===== src/hw/power_domain_pkg.sv =====
// Purpose: constants for the power domain enable and analog gain control block
// Assumes: 32-bit AXI4-Lite register access, 125 MHz aclk
// Notes: register offsets are byte addresses, one aligned word each
//
// Function
// RQ1: control-interface logic is powered whenever the power-up pin is high.
// RQ2: decoder logic runs only with power-up pin and decoder enable bit.
// RQ3: decoder enable output pin is high while the decoder condition holds.
// RQ4: crystal oscillator runs whenever the power-up pin is high.
// RQ5: IF input section runs only with power-up pin and decoder enable bit.
// RQ6: audio DAC, switching, volume and amplifier need the audio power bit.
// RQ7: nothing is active while the power-up pin is low.
// RQ8: analog gain is readable by software as signal strength indication.
// RQ9: analog gain spans 31 dB, time constant selectable per use case.
// RQ10: controller watches gain for overflow, may add external 20 dB step.
// RQ11: domain enables are plain AND of pin and bits, no sequencing delay.
package power_domain_pkg;

    // ************************************************************
    // register map
    // ************************************************************
    localparam logic [7:0] GLOBAL_CONFIG_OFS = 8'h00;
    localparam logic [7:0] AGC_CONTROL_OFS = 8'h04;
    localparam logic [7:0] GAIN_READBACK_OFS = 8'h08;
    localparam logic [7:0] POWER_STATUS_OFS = 8'h0C;
    localparam int ADDR_W = 8;

    // ************************************************************
    // field positions
    // ************************************************************
    localparam int DECODER_ENABLE_POS = 0;
    localparam int AUDIO_POWER_POS = 1;
    localparam int TC_SEL_LSB = 0;
    localparam int AGC_HOLD_POS = 2;
    localparam int GAIN_LSB = 0;
    localparam int OVF_LIVE_POS = 8;
    localparam int OVF_STICKY_POS = 8;

    // ************************************************************
    // gain and reset values
    // ************************************************************
    localparam int GAIN_W = 5;
    localparam logic [4:0] GAIN_MAX_DB = 5'h1F;
    localparam logic [4:0] GAIN_RESET = 5'h1F;
    localparam logic [1:0] TC_SEL_RESET = 2'h0;
    localparam logic [1:0] RESP_OKAY = 2'h0;
    localparam logic [1:0] RESP_SLVERR = 2'h2;

    // ************************************************************
    // agc step periods
    // ************************************************************
    localparam int CLK_MHZ = 125;
    localparam int TC_STATIONARY_US = 1000;
    localparam int TC_HANDHELD_US = 100;
    localparam int TC_MOBILE_US = 10;
    localparam int TICK_W = 24;

    typedef enum logic [1:0] {TC_STATIONARY, TC_HANDHELD, TC_MOBILE} agc_tc_t;

endpackage


===== src/hw/power_domain_enable_ctrl.sv =====
// Purpose: per-domain power enables, register file and stepped analog gain control
// Assumes: inputs synchronous to aclk, synchronous active-low reset
// Notes: enables are combinational from pin and register bits
module power_domain_enable_ctrl #(
    parameter int STEP_STATIONARY_CYC =
        power_domain_pkg::TC_STATIONARY_US * power_domain_pkg::CLK_MHZ,
    parameter int STEP_HANDHELD_CYC =
        power_domain_pkg::TC_HANDHELD_US * power_domain_pkg::CLK_MHZ,
    parameter int STEP_MOBILE_CYC =
        power_domain_pkg::TC_MOBILE_US * power_domain_pkg::CLK_MHZ
) (
    // clock and reset
    input wire logic aclk,
    input wire logic aresetn,
    // axi4-lite write address
    input wire logic awvalid,
    output logic awready,
    input wire logic [power_domain_pkg::ADDR_W-1:0] awaddr,
    input wire logic [2:0] awprot,
    // axi4-lite write data
    input wire logic wvalid,
    output logic wready,
    input wire logic [31:0] wdata,
    input wire logic [3:0] wstrb,
    // axi4-lite write response
    output logic bvalid,
    input wire logic bready,
    output logic [1:0] bresp,
    // axi4-lite read address
    input wire logic arvalid,
    output logic arready,
    input wire logic [power_domain_pkg::ADDR_W-1:0] araddr,
    input wire logic [2:0] arprot,
    // axi4-lite read data
    output logic rvalid,
    input wire logic rready,
    output logic [31:0] rdata,
    output logic [1:0] rresp,
    // power pin and domain enables
    input wire logic power_up_pin,
    output logic ctrl_if_en,
    output logic osc_en,
    output logic decoder_en,
    output logic if_input_en,
    output logic audio_en,
    output logic decoder_enable_pin,
    // if level detector and gain to the analog stage
    input wire logic if_level_high,
    input wire logic if_level_low,
    output logic [power_domain_pkg::GAIN_W-1:0] agc_gain
);
    import power_domain_pkg::*;

    // ************************************************************
    // state
    // ************************************************************
    typedef struct packed {
        logic dec_bit;
        logic aud_bit;
        logic [1:0] tc_sel;
        logic agc_hold;
        logic [GAIN_W-1:0] gain;
        logic [TICK_W-1:0] tick;
        logic ovf_sticky;
        logic aw_held;
        logic [ADDR_W-1:0] awaddr;
        logic w_held;
        logic [31:0] wdata;
        logic [3:0] wstrb;
        logic bvalid;
        logic [1:0] bresp;
        logic rvalid;
        logic [1:0] rresp;
        logic [31:0] rdata;
    } state_t;

    localparam state_t STATE_RESET = '{
        dec_bit: 1'b0, aud_bit: 1'b0, tc_sel: TC_SEL_RESET, agc_hold: 1'b0,
        gain: GAIN_RESET, tick: '0, ovf_sticky: 1'b0, aw_held: 1'b0,
        awaddr: '0, w_held: 1'b0, wdata: '0, wstrb: '0, bvalid: 1'b0,
        bresp: RESP_OKAY, rvalid: 1'b0, rresp: RESP_OKAY, rdata: '0};

    state_t st_r;
    state_t st_nxt;

    // ************************************************************
    // helpers
    // ************************************************************
    function automatic logic reg_mapped(input logic [ADDR_W-1:0] a);
        reg_mapped = (a == GLOBAL_CONFIG_OFS) || (a == AGC_CONTROL_OFS)
            || (a == GAIN_READBACK_OFS) || (a == POWER_STATUS_OFS);
    endfunction

    function automatic logic [TICK_W-1:0] step_period(input logic [1:0] sel);
        case (sel)
            TC_STATIONARY: step_period = TICK_W'(STEP_STATIONARY_CYC);
            TC_HANDHELD: step_period = TICK_W'(STEP_HANDHELD_CYC);
            default: step_period = TICK_W'(STEP_MOBILE_CYC);
        endcase
    endfunction

    logic ovf_live;
    logic do_write;
    logic step_now;

    // ************************************************************
    // power domain enables
    // ************************************************************
    assign ctrl_if_en = power_up_pin; // RQ1 RQ7
    assign osc_en = power_up_pin; // RQ4 RQ7
    assign decoder_en = power_up_pin & st_r.dec_bit; // RQ2 RQ11
    assign if_input_en = power_up_pin & st_r.dec_bit; // RQ5 RQ11
    assign audio_en = power_up_pin & st_r.aud_bit; // RQ6 RQ7 RQ11
    assign decoder_enable_pin = decoder_en; // RQ3

    // ************************************************************
    // bus outputs
    // ************************************************************
    assign awready = !st_r.aw_held && !st_r.bvalid;
    assign wready = !st_r.w_held && !st_r.bvalid;
    assign bvalid = st_r.bvalid;
    assign bresp = st_r.bresp;
    assign arready = !st_r.rvalid;
    assign rvalid = st_r.rvalid;
    assign rdata = st_r.rdata;
    assign rresp = st_r.rresp;
    assign agc_gain = st_r.gain;

    // overload with no gain left to drop
    assign ovf_live = if_input_en && if_level_high && (st_r.gain == '0);
    assign do_write = st_r.aw_held && st_r.w_held && !st_r.bvalid;
    assign step_now = if_input_en && !st_r.agc_hold && (st_r.tick == '0);

    // ************************************************************
    // next state
    // ************************************************************
    always_comb
    begin
        st_nxt = st_r;
        // write channel capture, either order
        if (awvalid && awready)
        begin
            st_nxt.aw_held = 1'b1;
            st_nxt.awaddr = awaddr;
        end
        if (wvalid && wready)
        begin
            st_nxt.w_held = 1'b1;
            st_nxt.wdata = wdata;
            st_nxt.wstrb = wstrb;
        end
        if (bvalid && bready)
        begin
            st_nxt.bvalid = 1'b0;
        end
        // gain control: step down on overload, up on weak level
        if (!if_input_en)
        begin
            st_nxt.gain = GAIN_RESET;
            st_nxt.tick = '0;
        end
        else if (st_r.agc_hold)
        begin
            st_nxt.tick = '0;
        end
        else if (step_now)
        begin
            st_nxt.tick = step_period(st_r.tc_sel) - TICK_W'(1); // RQ9
            if (if_level_high && st_r.gain != '0)
            begin
                st_nxt.gain = st_r.gain - GAIN_W'(1); // RQ9
            end
            else if (if_level_low && !if_level_high && st_r.gain != GAIN_MAX_DB)
            begin
                st_nxt.gain = st_r.gain + GAIN_W'(1); // RQ9
            end
        end
        else
        begin
            st_nxt.tick = st_r.tick - TICK_W'(1);
        end
        // register write, takes effect on the next edge
        if (do_write)
        begin
            st_nxt.aw_held = 1'b0;
            st_nxt.w_held = 1'b0;
            st_nxt.bvalid = 1'b1;
            st_nxt.bresp = reg_mapped(st_r.awaddr) ? RESP_OKAY : RESP_SLVERR;
            if (st_r.wstrb[0])
            begin
                case (st_r.awaddr)
                    GLOBAL_CONFIG_OFS:
                    begin
                        st_nxt.dec_bit = st_r.wdata[DECODER_ENABLE_POS]; // RQ11
                        st_nxt.aud_bit = st_r.wdata[AUDIO_POWER_POS]; // RQ11
                    end
                    AGC_CONTROL_OFS:
                    begin
                        st_nxt.tc_sel = st_r.wdata[TC_SEL_LSB +: 2]; // RQ9
                        st_nxt.agc_hold = st_r.wdata[AGC_HOLD_POS];
                    end
                    default:
                    begin
                    end
                endcase
            end
            if (st_r.wstrb[1] && st_r.awaddr == POWER_STATUS_OFS
                && st_r.wdata[OVF_STICKY_POS])
            begin
                st_nxt.ovf_sticky = 1'b0;
            end
        end
        // a new overflow beats a clear in the same cycle
        if (ovf_live)
        begin
            st_nxt.ovf_sticky = 1'b1; // RQ10
        end
        // read channel
        if (rvalid && rready)
        begin
            st_nxt.rvalid = 1'b0;
        end
        if (arvalid && arready)
        begin
            st_nxt.rvalid = 1'b1;
            st_nxt.rresp = reg_mapped(araddr) ? RESP_OKAY : RESP_SLVERR;
            st_nxt.rdata = '0;
            case (araddr)
                GLOBAL_CONFIG_OFS:
                begin
                    st_nxt.rdata[DECODER_ENABLE_POS] = st_r.dec_bit;
                    st_nxt.rdata[AUDIO_POWER_POS] = st_r.aud_bit;
                end
                AGC_CONTROL_OFS:
                begin
                    st_nxt.rdata[TC_SEL_LSB +: 2] = st_r.tc_sel;
                    st_nxt.rdata[AGC_HOLD_POS] = st_r.agc_hold;
                end
                GAIN_READBACK_OFS:
                begin
                    st_nxt.rdata[GAIN_LSB +: GAIN_W] = st_r.gain; // RQ8
                    st_nxt.rdata[OVF_LIVE_POS] = ovf_live; // RQ10
                end
                POWER_STATUS_OFS:
                begin
                    st_nxt.rdata[5:0] = {decoder_enable_pin, audio_en, if_input_en,
                        decoder_en, osc_en, ctrl_if_en};
                    st_nxt.rdata[OVF_STICKY_POS] = st_r.ovf_sticky;
                end
                default:
                begin
                end
            endcase
        end
    end

    always_ff @(posedge aclk)
    begin
        if (!aresetn)
        begin
            st_r <= STATE_RESET;
        end
        else
        begin
            st_r <= st_nxt;
        end
    end
endmodule


===== config.mk =====
export PLATFORM = sky130hd
export DESIGN_NAME = power_domain_enable_ctrl
export DESIGN_NICKNAME = d
export VERILOG_FILES = /design/src/hw/power_domain_pkg.sv /design/src/hw/power_domain_enable_ctrl.sv
export SDC_FILE = /design/constraint.sdc
export NUM_CORES = 1
export LEC_CHECK = 0
export BUFFER_PORTS_ARGS = -buffer_cell sky130_fd_sc_hd__buf_2
export CAP_MARGIN = 20
export CORE_MARGIN = 2
export CORE_UTILIZATION = 45
export CTS_BUF_LIST = sky130_fd_sc_hd__clkbuf_4
export CTS_CLUSTER_SIZE = 10
export DETAILED_ROUTE_END_ITERATION = 6
export PLACE_DENSITY = 0.73
export SLEW_MARGIN = 25
export SYNTH_ARGS = -nofsm -noshare
export SYNTH_HDL_FRONTEND = slang
export SYNTH_SLANG_ARGS = --single-unit

===== constraint.sdc =====
create_clock -name aclk -period 3.4 [get_ports aclk]
set_clock_uncertainty 0.1 [all_clocks]
set_input_delay 0.17 -clock aclk [delete_from_list [all_inputs] [get_ports aclk]]
set_output_delay 0.17 -clock aclk [all_outputs]
set_load 0.1 [all_outputs]

==> results, run 1 <==
- The flow ran to the end, and the final reports show no timing, DRC or antenna violations.
- The largest area contributor in the netlist is sky130_fd_sc_hd__dfxtp_1.
- Port buffering added 56 buffers.
- The endpoint arrival time on the critical path is 3.15 ns.
- The global router's overall resource usage is 18.5%.
- The number of antenna violations at the first check in global routing was 0.
- For this design, the sink count on the clock tree is 62.
- The critical path startpoint category is a register.
- Summing every instance area after synthesis gives 3430 um^2.
- The final critical path takes up 87.7% of the cycle.
- The post-cts resize count is 0.
- The final core area utilization is 52.9%.
- The clock edge transition at the registers on the reported setup and hold paths is 0.13 ns.
- In this run the core area contains 31 standard-cell rows.
- The clock buffer count from CTS is 9.
- The clock reaches the later pin of the worst-skew pair after 0.41 ns.
- The tightest min-delay check is of the in2reg type.
- After Yosys synthesis, and, or, nand and nor cells account for 26.0% of the synthesized area.
- A synthesized cell averages 8.74 um^2.
- After detailed placement, the design holds a cell count of 518.
- The first detailed-routing pass ran for 4 iterations.
- For the final routed database, the setup TNS stands at 0 ns.
- Summing the areas of all compound-gate instances in the mapped netlist gives 12.7% of the synthesized area.
- For this run, asynchronously set or reset flops after synthesis account for 0%.
- Setup repair after global routing left no endpoint under its margin.
- The core region is 7330 um^2.
- The number of flops mapped to enable cells by yosys is 0.
- The worst setup path is captured at a register.
- The number of distinct standard cells referenced by the synthesized netlist is 57.
- The placed instance area is 3530 um^2.
- Derived from the worst setup path, the maximum achievable clock frequency is 336 MHz.
- The area growth from synthesis to layout is 12.9%.
- The die is 91.4 um wide.
- The normalized max-slew margin is 36.6%.
- The most common cell after layout, fill and taps aside is sky130_fd_sc_hd__dfxtp_1.
- The synthesized-area fraction occupied by adder cells is 2.04%.
- At the worst endpoint, the required time is 3.57 ns.
- The number of setup violations in the final report is 0.
- The congestion estimate from routability-driven global placement came to 0.843.
- The routed via count divided by cell count is 5.23.
- The die covers 8350 um^2.
- The share of the synthesized area in the top cell type is 36.1%.
- The largest net degree at the start of global routing is 33.
- The HPWL after detailed placement is 5220 um.
- The post-layout instance area is 3880 um^2.
- The global route total overflow is 0.
- The main combinational cell family by area after synthesis is simple AND/OR/NAND/NOR gates.
- The number of top-level pins is 120.
- Total power for the finished layout comes to 1600 uW.
- The library cells used most frequently in the layout, excluding fill and tap cells, are sky130_fd_sc_hd__dfxtp_1, sky130_fd_sc_hd__buf_2, sky130_fd_sc_hd__nor2_1, sky130_fd_sc_hd__nand2_1, sky130_fd_sc_hd__a21oi_1.
- The worst-path maximum fanout is 5.
- The via count of the first global-routing pass is 2,649.
- For this design the ratio of total power to cell area is 414 nW/um^2.
- At the end of the flow, the number of nets in the layout was 523.
- The initial core utilization is 46.9%.
- Summing the areas of all xor and xnor instances in the mapped netlist gives 4.34% of the synthesized area.
- The first routing iteration left 129 violations.
- In the final routed layout, each cell accounts on average for 13.4 um.
- The final hold violation count is 0.
- Summing all multi-input logic gate instances after layout gives 1820 um^2.
- The standby leakage power is 0.00181 uW.
- The number of cells on the worst hold path is 3.
- 0 antenna diodes ended up in the layout.
- The number of pins exceeding their max-slew limit in the final report is 0.
- For this block, the routed nets add up to 7400 um of wire.
- The longest clock path from root to sink contains 2 buffers.
- For this run, the number of Yosys warnings is 0.
- The via count of the routed design is 2,897.
- The cell at the root of the clock tree is sky130_fd_sc_hd__clkbuf_4.
- By area the synthesized netlist is led by sky130_fd_sc_hd__dfxtp_1, sky130_fd_sc_hd__buf_4, sky130_fd_sc_hd__nor2_1.
- The wire length of the first global-routing pass is 12,600 um.
- Counting flops and latches in the post-synthesis netlist gives 62.
- Summing the sequential cell areas from Yosys gives 36.1% of the chip area.
- Counting cells, the worst reg-to-reg path comes to 9.
- The number of nets with antenna violations after detailed routing is 0.
- Across the whole layout, storage elements account for 1240 um^2.
- The layout has 691 filler cells.
- Of the cells placed in the final design, the portion with a size suffix greater than 1 is 20.4%.
- IR analysis of the VDD net gives a maximum drop of 0.190 mV.
- The leading register cell type out of synthesis is sky130_fd_sc_hd__dfxtp_1.
- The portion of netlist area occupied by mux cells is 5.03%.
- The critical path in this run is classified as reg2reg.
- The count of non-filler cells in the finished layout is 554.
- The die is 91.4 um tall.
- The final critical delay including setup and external delays is 2.98 ns.
- In the synthesized netlist, the number of instances is 393.
- In the routed design, unresolved DRC markers number 0.
- The number of maximum-capacitance constraint violations is 0.
- The maximum level of the CTS H-tree is 3.
- For the pin with the worst max-slew slack, the measured transition is 0.949 ns.
- The clock tree from TritonCTS is built.
## critical path, stage by stage (launching register included)
cell and delay, ns:
sky130_fd_sc_hd__dfxtp_1 0.36, sky130_fd_sc_hd__or4_1 0.63, sky130_fd_sc_hd__or3_4 0.41, sky130_fd_sc_hd__nor3_2 0.21
sky130_fd_sc_hd__a21oi_1 0.10, sky130_fd_sc_hd__ha_1 0.31, sky130_fd_sc_hd__nand4_1 0.22, sky130_fd_sc_hd__a21oi_1 0.14
sky130_fd_sc_hd__a211oi_1 0.28, sky130_fd_sc_hd__nor3_1 0.07
## cell usage after synthesis, types with 3 or more instances
cell type,number
sky130_fd_sc_hd__nor3_1,10
sky130_fd_sc_hd__xor2_1,9
sky130_fd_sc_hd__or4_1,8
sky130_fd_sc_hd__o211ai_1,4
sky130_fd_sc_hd__and2_1,8
sky130_fd_sc_hd__nor2_1,41
sky130_fd_sc_hd__or3_1,4
sky130_fd_sc_hd__a211oi_1,5
sky130_fd_sc_hd__a21oi_1,28
sky130_fd_sc_hd__nor2b_1,4
sky130_fd_sc_hd__inv_1,12
sky130_fd_sc_hd__and3_1,6
sky130_fd_sc_hd__mux2i_1,12
sky130_fd_sc_hd__nor4_1,4
sky130_fd_sc_hd__dfxtp_1,62
sky130_fd_sc_hd__nand4_1,8
sky130_fd_sc_hd__nor3_2,3
sky130_fd_sc_hd__a22oi_1,3
sky130_fd_sc_hd__ha_1,4
sky130_fd_sc_hd__buf_4,45
sky130_fd_sc_hd__or2_2,4
sky130_fd_sc_hd__o21ai_0,7
sky130_fd_sc_hd__xnor2_1,8
sky130_fd_sc_hd__nor4_2,3
sky130_fd_sc_hd__nand2_1,35
sky130_fd_sc_hd__nand2b_1,4
sky130_fd_sc_hd__nand3_1,5
sky130_fd_sc_hd__clkbuf_1,11
## where the power goes
part	internal (uW)	switching, uW	total [uW]	leakage (uW)
registers	743	12.4	756	0.000503
logic	61.8	247	309	0.00123
clock network	233	307	540	0.0000747
## metrics by stage
step	setup slack (ns)	hold slack, ns
floorplan	0.229	0.169
global placement	0.512	0.259
detailed placement	0.472	0.260
CTS	0.441	0.00620
global route	0.256	0.0224
finish	0.420	0.0167
## cell families after synthesis
group / after synthesis
and+or+nand+nor: 159
buffers and inverters: 70
AOI/OAI and AO/OA: 65
DFF: 62
xor gates and xnor gates: 17
muxes: 14
adders and majority gates: 5
other: 1
## what timing repair did
item                                   CTS  global route
buffers inserted                         0             0
endpoints found under the hold margin   18             0
hold buffers                            20             0
## area by class of cell
class / instances / area share, %
clock buffers: 9 / 1.74
repair buffers: 78 / 12.8
multi-input cells: 287 / 47.0
clock inverters: 7 / 2.13
inverters: 12 / 1.16
well taps: 99 / 3.19
flip-flops and latches: 62 / 32.0
## worst paths after layout
check	start	endpoint	slack, ns
max	st_r[104]	st_r[99]	0.42
max reg2reg	st_r[104]	st_r[99]	0.42
min	if_level_high	st_r[84]	0.02
min reg2reg	st_r[85]	st_r[85]	0.35
## routing by layer
metal / global-route usage (%) / wire length [um] / vias up
li1: - / - / 1439
met1: 24.7 / 3470 / 1347
met2: 30.0 / 3370 / 97
met3: 2.99 / 435 / 14
met4: 6.82 / 127 / 0
met5: 0 / 0 / -
## sequential cells by signal (all words and copies together), names as in the netlist
name      cells
bvalid        1
agc_gain      5
rdata         7
rvalid        1
rresp         1
st_r         46
bresp         1
(Power assumes the default switching activity.)
==> run 2: changes to the inputs <==
--- a/config.mk
+++ b/config.mk
@@ -12,6 +12,7 @@
 export CTS_BUF_LIST = sky130_fd_sc_hd__clkbuf_4
 export CTS_CLUSTER_SIZE = 10
 export DETAILED_ROUTE_END_ITERATION = 6
+export HOLD_SLACK_MARGIN = 0.08
 export PLACE_DENSITY = 0.73
 export SLEW_MARGIN = 25
 export SYNTH_ARGS = -nofsm -noshare
==> results, run 2 (synthesized netlist as in run 1, its figures left out) <==
- The master of the slowest instance on the critical path is sky130_fd_sc_hd__or4_1 (unchanged).
- The number of antenna violations at the first check in global routing is 0 (unchanged).
- The capture point of the worst path is st_r[99] (unchanged).
- The pin slew with the least headroom to its limit was 0.953 ns (was 0.949 ns).
- The total of buffers placed on input and output ports was 56 (unchanged).
- The initial core utilization was 46.9% (unchanged).
- The standby leakage power is 0.00181 uW (about the same).
- The logic depth of the worst register-to-register path is 9 (unchanged).
- The final worst-path cycle share is 87.6% (was 87.7%).
- The number of maximum-capacitance constraint violations is 0 (unchanged).
- The endpoint arrival time on the critical path is 3.14 ns (was 3.15 ns).
- The clock insertion delay at the later pin of the skew report is 0.41 ns (about the same).
- The area growth from synthesis to layout is 13.2% (was 12.9%).
- The area of the core region is 7330 um^2 (unchanged).
- The post-cts resize count was 0 (unchanged).
- The number of nets with antenna violations after detailed routing is 0 (unchanged).
- The slack of the worst reg-to-reg path is 0.42 ns (about the same).
- The register name with the most flops is st_r (unchanged).
- The clock tree from TritonCTS is built (unchanged).
- The number of top-level pins is 120 (unchanged).
- The reg-to-reg critical path endpoint is st_r[99] (unchanged).
- The launching instance or port of the critical path is st_r[104] (unchanged).
- The largest net degree at the start of global routing is 33 (unchanged).
- The maximum level of the CTS H-tree is 3 (unchanged).
- The cell repeated most along the worst path is sky130_fd_sc_hd__a21oi_1 (unchanged).
- The final critical delay including setup and external delays is 2.98 ns (about the same).
- The number of cells in the design after placement is 518 (unchanged).
- The total of fill cells in the finished design is 690 (was 691).
- The clock edge transition at the registers on the reported setup and hold paths came to 0.12 ns (was 0.13 ns).
- The floorplan die height is 91.4 um (unchanged).
- The number of buffers on the longest clock path is 2 (unchanged).
- The number of setup buffers added after CTS was 0 (unchanged).
- The flip-flop count of the largest register after layout is 46 (unchanged).
- The most common cell after layout, fill and taps aside is sky130_fd_sc_hd__dfxtp_1 (unchanged).
- The timing-limited maximum frequency is 336 MHz (about the same).
- The endpoint required time on the critical path is 3.57 ns (about the same).
- The via count of the first global-routing pass is 2,649 (unchanged).
- The via count of the routed design is 2,901 (was 2,897).
- The final hold violation count came to 0 (unchanged).
- Top library cells by usage in the layout, fill and taps aside: sky130_fd_sc_hd__dfxtp_1, sky130_fd_sc_hd__buf_2, sky130_fd_sc_hd__nor2_1, sky130_fd_sc_hd__nand2_1, sky130_fd_sc_hd__a21oi_1 (unchanged).
- The type of the worst min-delay path is in2reg (unchanged).
- The normalized max-slew margin is 36.4% (was 36.6%).
- The endpoint class of the critical path is a register (unchanged).
- The average wire per standard cell is 13.3 um (was 13.4 um).
- The count of standard-cell rows was 31 (unchanged).
- Setup repair after global routing missed its margin: no (unchanged).
- The cell at the root of the clock tree is sky130_fd_sc_hd__clkbuf_4 (unchanged).
- The global route total overflow is 0 (unchanged).
- The total negative slack for setup checks came to 0 ns (unchanged).
- The wire length of the first global-routing pass was 12,600 um (unchanged).
- The count of non-filler cells in the finished layout came to 555 (was 554).
- The critical path startpoint category is a register (unchanged).
- The class of the most critical setup path is reg2reg (unchanged).
- The total length of routed wires is 7370 um (was 7400 um).
- The clock buffer count from CTS was 9 (unchanged).
- The maximum ir drop on the vdd rail came to 0.190 mV (about the same).
- The weighted congestion at the end of routability-driven global placement is 0.843 (unchanged).
- The number of antenna repair diodes is 0 (unchanged).
- The HPWL after detailed placement is 5220 um (unchanged).
- The number of nets in the final layout was 524 (was 523).
- The floorplan die width came to 91.4 um (unchanged).
- The total of hold buffers inserted after clock tree synthesis came to 21 (was 20).
- The post-detailed-route DRC marker count is 0 (unchanged).
- The startpoint of the worst register-to-register path is st_r[104] (unchanged).
- The worst-path maximum fanout came to 5 (unchanged).
- The global router's overall resource usage was 18.5% (unchanged).
- The die outline area is 8350 um^2 (unchanged).
- Outcome: finished, final reports clean (unchanged).
- The peak per-stage delay on the critical path is 0.63 ns (about the same).
- The number of design-rule violations left by the first detailed-router iteration was 150 (was 129).
- The TritonCTS sink count came to 62 (unchanged).
- The power per standard cell area is 412 nW/um^2 (was 414 nW/um^2).
- The share of post-route cells with drive strength above 1 is 20.4% (about the same).
- The length of the first detailed-routing pass in iterations came to 4 (unchanged).
- Critical path, cell by cell: or4_1, or3_4, nor3_2, a21oi_1, ha_1, nand4_1, a21oi_1, a211oi_1, nor3_1 (unchanged).
- The number of pins exceeding their max-slew limit in the final report is 0 (unchanged).
- The number of setup violations in the final report is 0 (unchanged).
- The routed via count divided by cell count came to 5.23 (about the same).
==> run 2: cell types whose count changed in the layout (fill, tap and decap cells not counted) <==
cell,change
sky130_fd_sc_hd__dlygate4sd3_1,+1
==> run 2: report_power, final <==
group / internal (uW) / switching [uW]
logic: 62.6 / 247
registers: 743 / 12.4
clock network: 233 / 305
total: 1040 / 565
==> run 2: critical path: cells and delay by family (launching register included) <==
family | cells | cell delay, ns
and+or+nand+nor | 5 | 1.54
AOI/OAI and AO/OA | 3 | 0.52
adders and majority gates | 1 | 0.31
DFF | 1 | 0.36
==> run 2: through the flow <==
step	area, um^2	worst slack (ns)	utilization, %	hold slack [ns]	total power, uW
2_1_floorplan	3530	0.229	-	0.169	1050
3_3_place_gp	3530	0.512	48.1	0.259	1060
3_5_place_dp	3530	0.472	48.1	0.260	1060
4_1_cts	3890	0.441	53.0	0.0998	1610
5_1_grt	3890	0.256	53.0	0.142	1670
6_report	3890	0.421	53.0	0.108	1600
==> run 2: area by class of cell <==
| cell class | instances | area [um^2] | area share, % |
|---|---|---|---|
| repair buffers | 79 | 505 | 13.0 |
| multi-input cells | 287 | 1820 | 46.9 |
| clock buffers | 9 | 67.6 | 1.74 |
| clock inverters | 7 | 82.6 | 2.12 |
| flip-flops and latches | 62 | 1240 | 31.9 |
| well taps | 99 | 124 | 3.19 |
| inverters | 12 | 45.0 | 1.16 |
==> run 2: worst min path at each step <==
stage / start / to / slack [ns] / cells past startpoint
final: araddr[2] / rdata[8] / 0.11 / 4
after global routing: araddr[2] / rdata[8] / 0.14 / 4
after CTS: araddr[2] / rdata[8] / 0.1 / 4
after detailed placement: rready / rvalid / 0.26 / 2
after global placement: rready / rvalid / 0.26 / 2
after floorplan: rready / rvalid / 0.17 / 1
==> run 2: metal layers <==
metal | share of wire (%) | vias to the layer above | global-route usage [%]
li1 | - | 1441 | -
met4 | 1.7 | 0 | 6.82
met5 | 0 | - | 0
met2 | 46 | 104 | 30.0
met1 | 46 | 1342 | 24.7
met3 | 6.4 | 14 | 2.99
==> run 3: changes to the inputs <==
==> constraint.sdc (replaced) <==
create_clock -name aclk -period 3.3 [get_ports aclk]
set_clock_uncertainty 0.1 [all_clocks]
set_input_delay 0.165 -clock aclk [delete_from_list [all_inputs] [get_ports aclk]]
set_output_delay 0.165 -clock aclk [all_outputs]
set_load 0.1 [all_outputs]
==> results, run 3 (synthesized netlist as in run 1, its figures left out) <==
- The post-detailed-route DRC marker count is 0 (unchanged).
- The floorplan die width was 91.4 um (unchanged).
- The via count of the routed design is 2,940 (was 2,901).
- The number of setup violations in the final report was 0 (unchanged).
- The flip-flop count of the largest register after layout was 46 (unchanged).
- The HPWL after detailed placement is 5270 um (was 5220 um).
- The endpoint class of the critical path was a register (unchanged).
- The count of standard-cell rows came to 31 (unchanged).
- The register name with the most flops is st_r (unchanged).
- The timing-limited maximum frequency is 340 MHz (was 336 MHz).
- The routed via count divided by cell count is 5.27 (was 5.23).
- Setup repair after global routing missed its margin: no (unchanged).
- Top library cells by usage in the layout, fill and taps aside: sky130_fd_sc_hd__dfxtp_1, sky130_fd_sc_hd__buf_2, sky130_fd_sc_hd__nor2_1, sky130_fd_sc_hd__nand2_1, sky130_fd_sc_hd__a21oi_1 (unchanged).
- The total negative slack for setup checks came to 0 ns (unchanged).
- The number of antenna violations at the first check in global routing was 0 (unchanged).
- The standby leakage power was 0.00184 uW (was 0.00181 uW).
- The average wire per standard cell came to 13.4 um (was 13.3 um).
- The final hold violation count is 0 (unchanged).
- The worst-path maximum fanout came to 6 (was 5).
- The clock edge transition at the registers on the reported setup and hold paths is 0.12 ns (about the same).
- The logic depth of the worst register-to-register path is 9 (unchanged).
- The number of top-level pins came to 120 (unchanged).
- The number of maximum-capacitance constraint violations is 0 (unchanged).
- The endpoint arrival time on the critical path is 3.10 ns (was 3.14 ns).
- The endpoint required time on the critical path is 3.46 ns (was 3.57 ns).
- The clock buffer count from CTS is 9 (unchanged).
- The class of the most critical setup path was reg2reg (unchanged).
- The global router's overall resource usage was 18.6% (was 18.5%).
- The number of antenna repair diodes is 0 (unchanged).
- The number of cells on the worst hold path was 4 (unchanged).
- The power per standard cell area is 439 nW/um^2 (was 412 nW/um^2).
- The relative contribution of combinational cells to total power is 18.6% (was 19.3%).
- The startpoint of the worst register-to-register path is st_r[88] (was st_r[104]).
- The TritonCTS sink count is 62 (unchanged).
- The final worst-path cycle share is 89.1% (was 87.6%).
- The pin slew with the least headroom to its limit is 0.960 ns (was 0.953 ns).
- The hold path endpoint is rresp[1] (was rdata[8]).
- The die outline area is 8350 um^2 (unchanged).
- The area growth from synthesis to layout is 14.6% (was 13.2%).
- The initial core utilization is 46.9% (unchanged).
- The total of fill cells in the finished design was 657 (was 690).
- The number of cells in the design after placement was 520 (was 518).
- The final critical delay including setup and external delays is 2.94 ns (was 2.98 ns).
- The critical path startpoint category is a register (unchanged).
- The count of non-filler cells in the finished layout came to 558 (was 555).
- The most common cell after layout, fill and taps aside is sky130_fd_sc_hd__dfxtp_1 (unchanged).
- The via count of the first global-routing pass came to 2,809 (was 2,649).
- The length of the first detailed-routing pass in iterations is 7 (was 4).
- The share of power burned in the clock network is 36.3% (was 33.6%).
- The number of pins exceeding their max-slew limit in the final report was 0 (unchanged).
- The number of nets with antenna violations after detailed routing was 0 (unchanged).
- The largest net degree at the start of global routing came to 33 (unchanged).
- The type of the worst min-delay path is in2reg (unchanged).
- The area of the core region is 7330 um^2 (unchanged).
- The total of buffers placed on input and output ports is 56 (unchanged).
- The maximum level of the CTS H-tree is 3 (unchanged).
- The cell at the root of the clock tree is sky130_fd_sc_hd__clkbuf_4 (unchanged).
- The critical hold path startpoint was arvalid (was araddr[2]).
- The slack of the worst reg-to-reg path is 0.36 ns (was 0.42 ns).
- The maximum ir drop on the vdd rail was 0.201 mV (was 0.190 mV).
- Outcome: finished, final reports clean (unchanged).
- The reg-to-reg critical path endpoint is st_r[99] (unchanged).
- The share of post-route cells with drive strength above 1 was 20.7% (was 20.4%).
- The normalized max-slew margin is 35.9% (was 36.4%).
- The total length of routed wires is 7500 um (was 7370 um).
- The number of buffers on the longest clock path was 2 (unchanged).
- The internal power contribution is 1150 uW (was 1040 uW).
- The number of design-rule violations left by the first detailed-router iteration came to 122 (was 150).
- The weighted congestion at the end of routability-driven global placement is 0.841 (was 0.843).
- The part of the total power dissipated in sequential elements is 45.1% (was 47.1%).
- The clock insertion delay at the later pin of the skew report is 0.42 ns (was 0.41 ns).
- The clock tree from TritonCTS is built (unchanged).
- The wire length of the first global-routing pass is 12,700 um (was 12,600 um).
- The floorplan die height is 91.4 um (unchanged).
- The switching share of power is 33.5% (was 35.2%).
- The number of nets in the final layout came to 527 (was 524).
- The global route total overflow is 0 (unchanged).
- The number of setup buffers added after CTS is 0 (unchanged).
- The switching component of the power is 578 uW (was 565 uW).
run 3: changes by cell type in the layout (fill, tap and decap cells not counted):
cell / before / now
sky130_fd_sc_hd__clkinvlp_4: 2 / 0
sky130_fd_sc_hd__buf_4: 2 / 4
sky130_fd_sc_hd__inv_6: 1 / 3
sky130_fd_sc_hd__inv_8: 1 / 0
sky130_fd_sc_hd__dlygate4sd3_1: 21 / 22
sky130_fd_sc_hd__bufinv_16: 1 / 2
run 3: worst max-delay path by stage:
stage | start | end | cells past startpoint
5_1_grt | st_r[118] | st_r[99] | 9
3_5_place_dp | st_r[104] | st_r[99] | 9
4_1_cts | st_r[104] | st_r[99] | 9
6_report | st_r[88] | st_r[99] | 9
2_1_floorplan | bvalid | st_r[38] | 5
3_3_place_gp | st_r[104] | st_r[99] | 9
run 3: through the flow:
| step | utilization (%) | hold WS, ns | power, uW | cell area [um^2] | setup slack (ns) |
|---|---|---|---|---|---|
| floorplan | - | 0.164 | 1080 | 3530 | 0.129 |
| global placement | 48.3 | 0.254 | 1090 | 3540 | 0.409 |
| detailed placement | 48.3 | 0.257 | 1090 | 3540 | 0.406 |
| CTS | 53.7 | 0.0803 | 1730 | 3940 | 0.371 |
| global route | 53.7 | 0.138 | 1780 | 3940 | 0.117 |
| finish | 53.7 | 0.0978 | 1730 | 3940 | 0.360 |
run 3: per-layer routing:
layer,up-vias,global-route usage [%],wire length [um]
li1,1443,-,-
met1,1369,23.7,3540
met2,107,29.8,3410
met3,21,3.15,338
met4,0,10.4,212
met5,-,0,0
run 3: power by group through the flow:
stage	logic, uW	clock network (uW)	registers (uW)
floorplan	279	0	802
global placement	295	0	795
detailed placement	299	0	796
CTS	319	636	779
global route	338	663	781
finish	321	626	779
run 3: what timing repair did:
action	in CTS	in global routing
hold buffers	22	0
endpoints found under the hold margin	20	0
gates resized for setup	0	0
run 3: worst max-delay path, cell delays in order (launching register included):
cell and delay (ns):
sky130_fd_sc_hd__dfxtp_1 0.37, sky130_fd_sc_hd__or4_1 0.66, sky130_fd_sc_hd__or2_2 0.40, sky130_fd_sc_hd__nor3_2 0.16, sky130_fd_sc_hd__a21oi_1 0.10, sky130_fd_sc_hd__ha_1 0.29, sky130_fd_sc_hd__nand4_1 0.22, sky130_fd_sc_hd__a21oi_1 0.14
sky130_fd_sc_hd__a211oi_1 0.28, sky130_fd_sc_hd__nor3_1 0.07
run 3: area by class of cell:
| type | count | area [um^2] | area share [%] |
|---|---|---|---|
| Multi-Input combinational cell | 287 | 1820 | 46.3 |
| Sequential cell | 62 | 1240 | 31.5 |
| Timing Repair Buffer | 82 | 531 | 13.5 |
| Tap cell | 99 | 124 | 3.15 |
| Clock inverter | 7 | 104 | 2.64 |
| Clock buffer | 9 | 67.6 | 1.72 |
| Inverter | 12 | 45.0 | 1.14 |
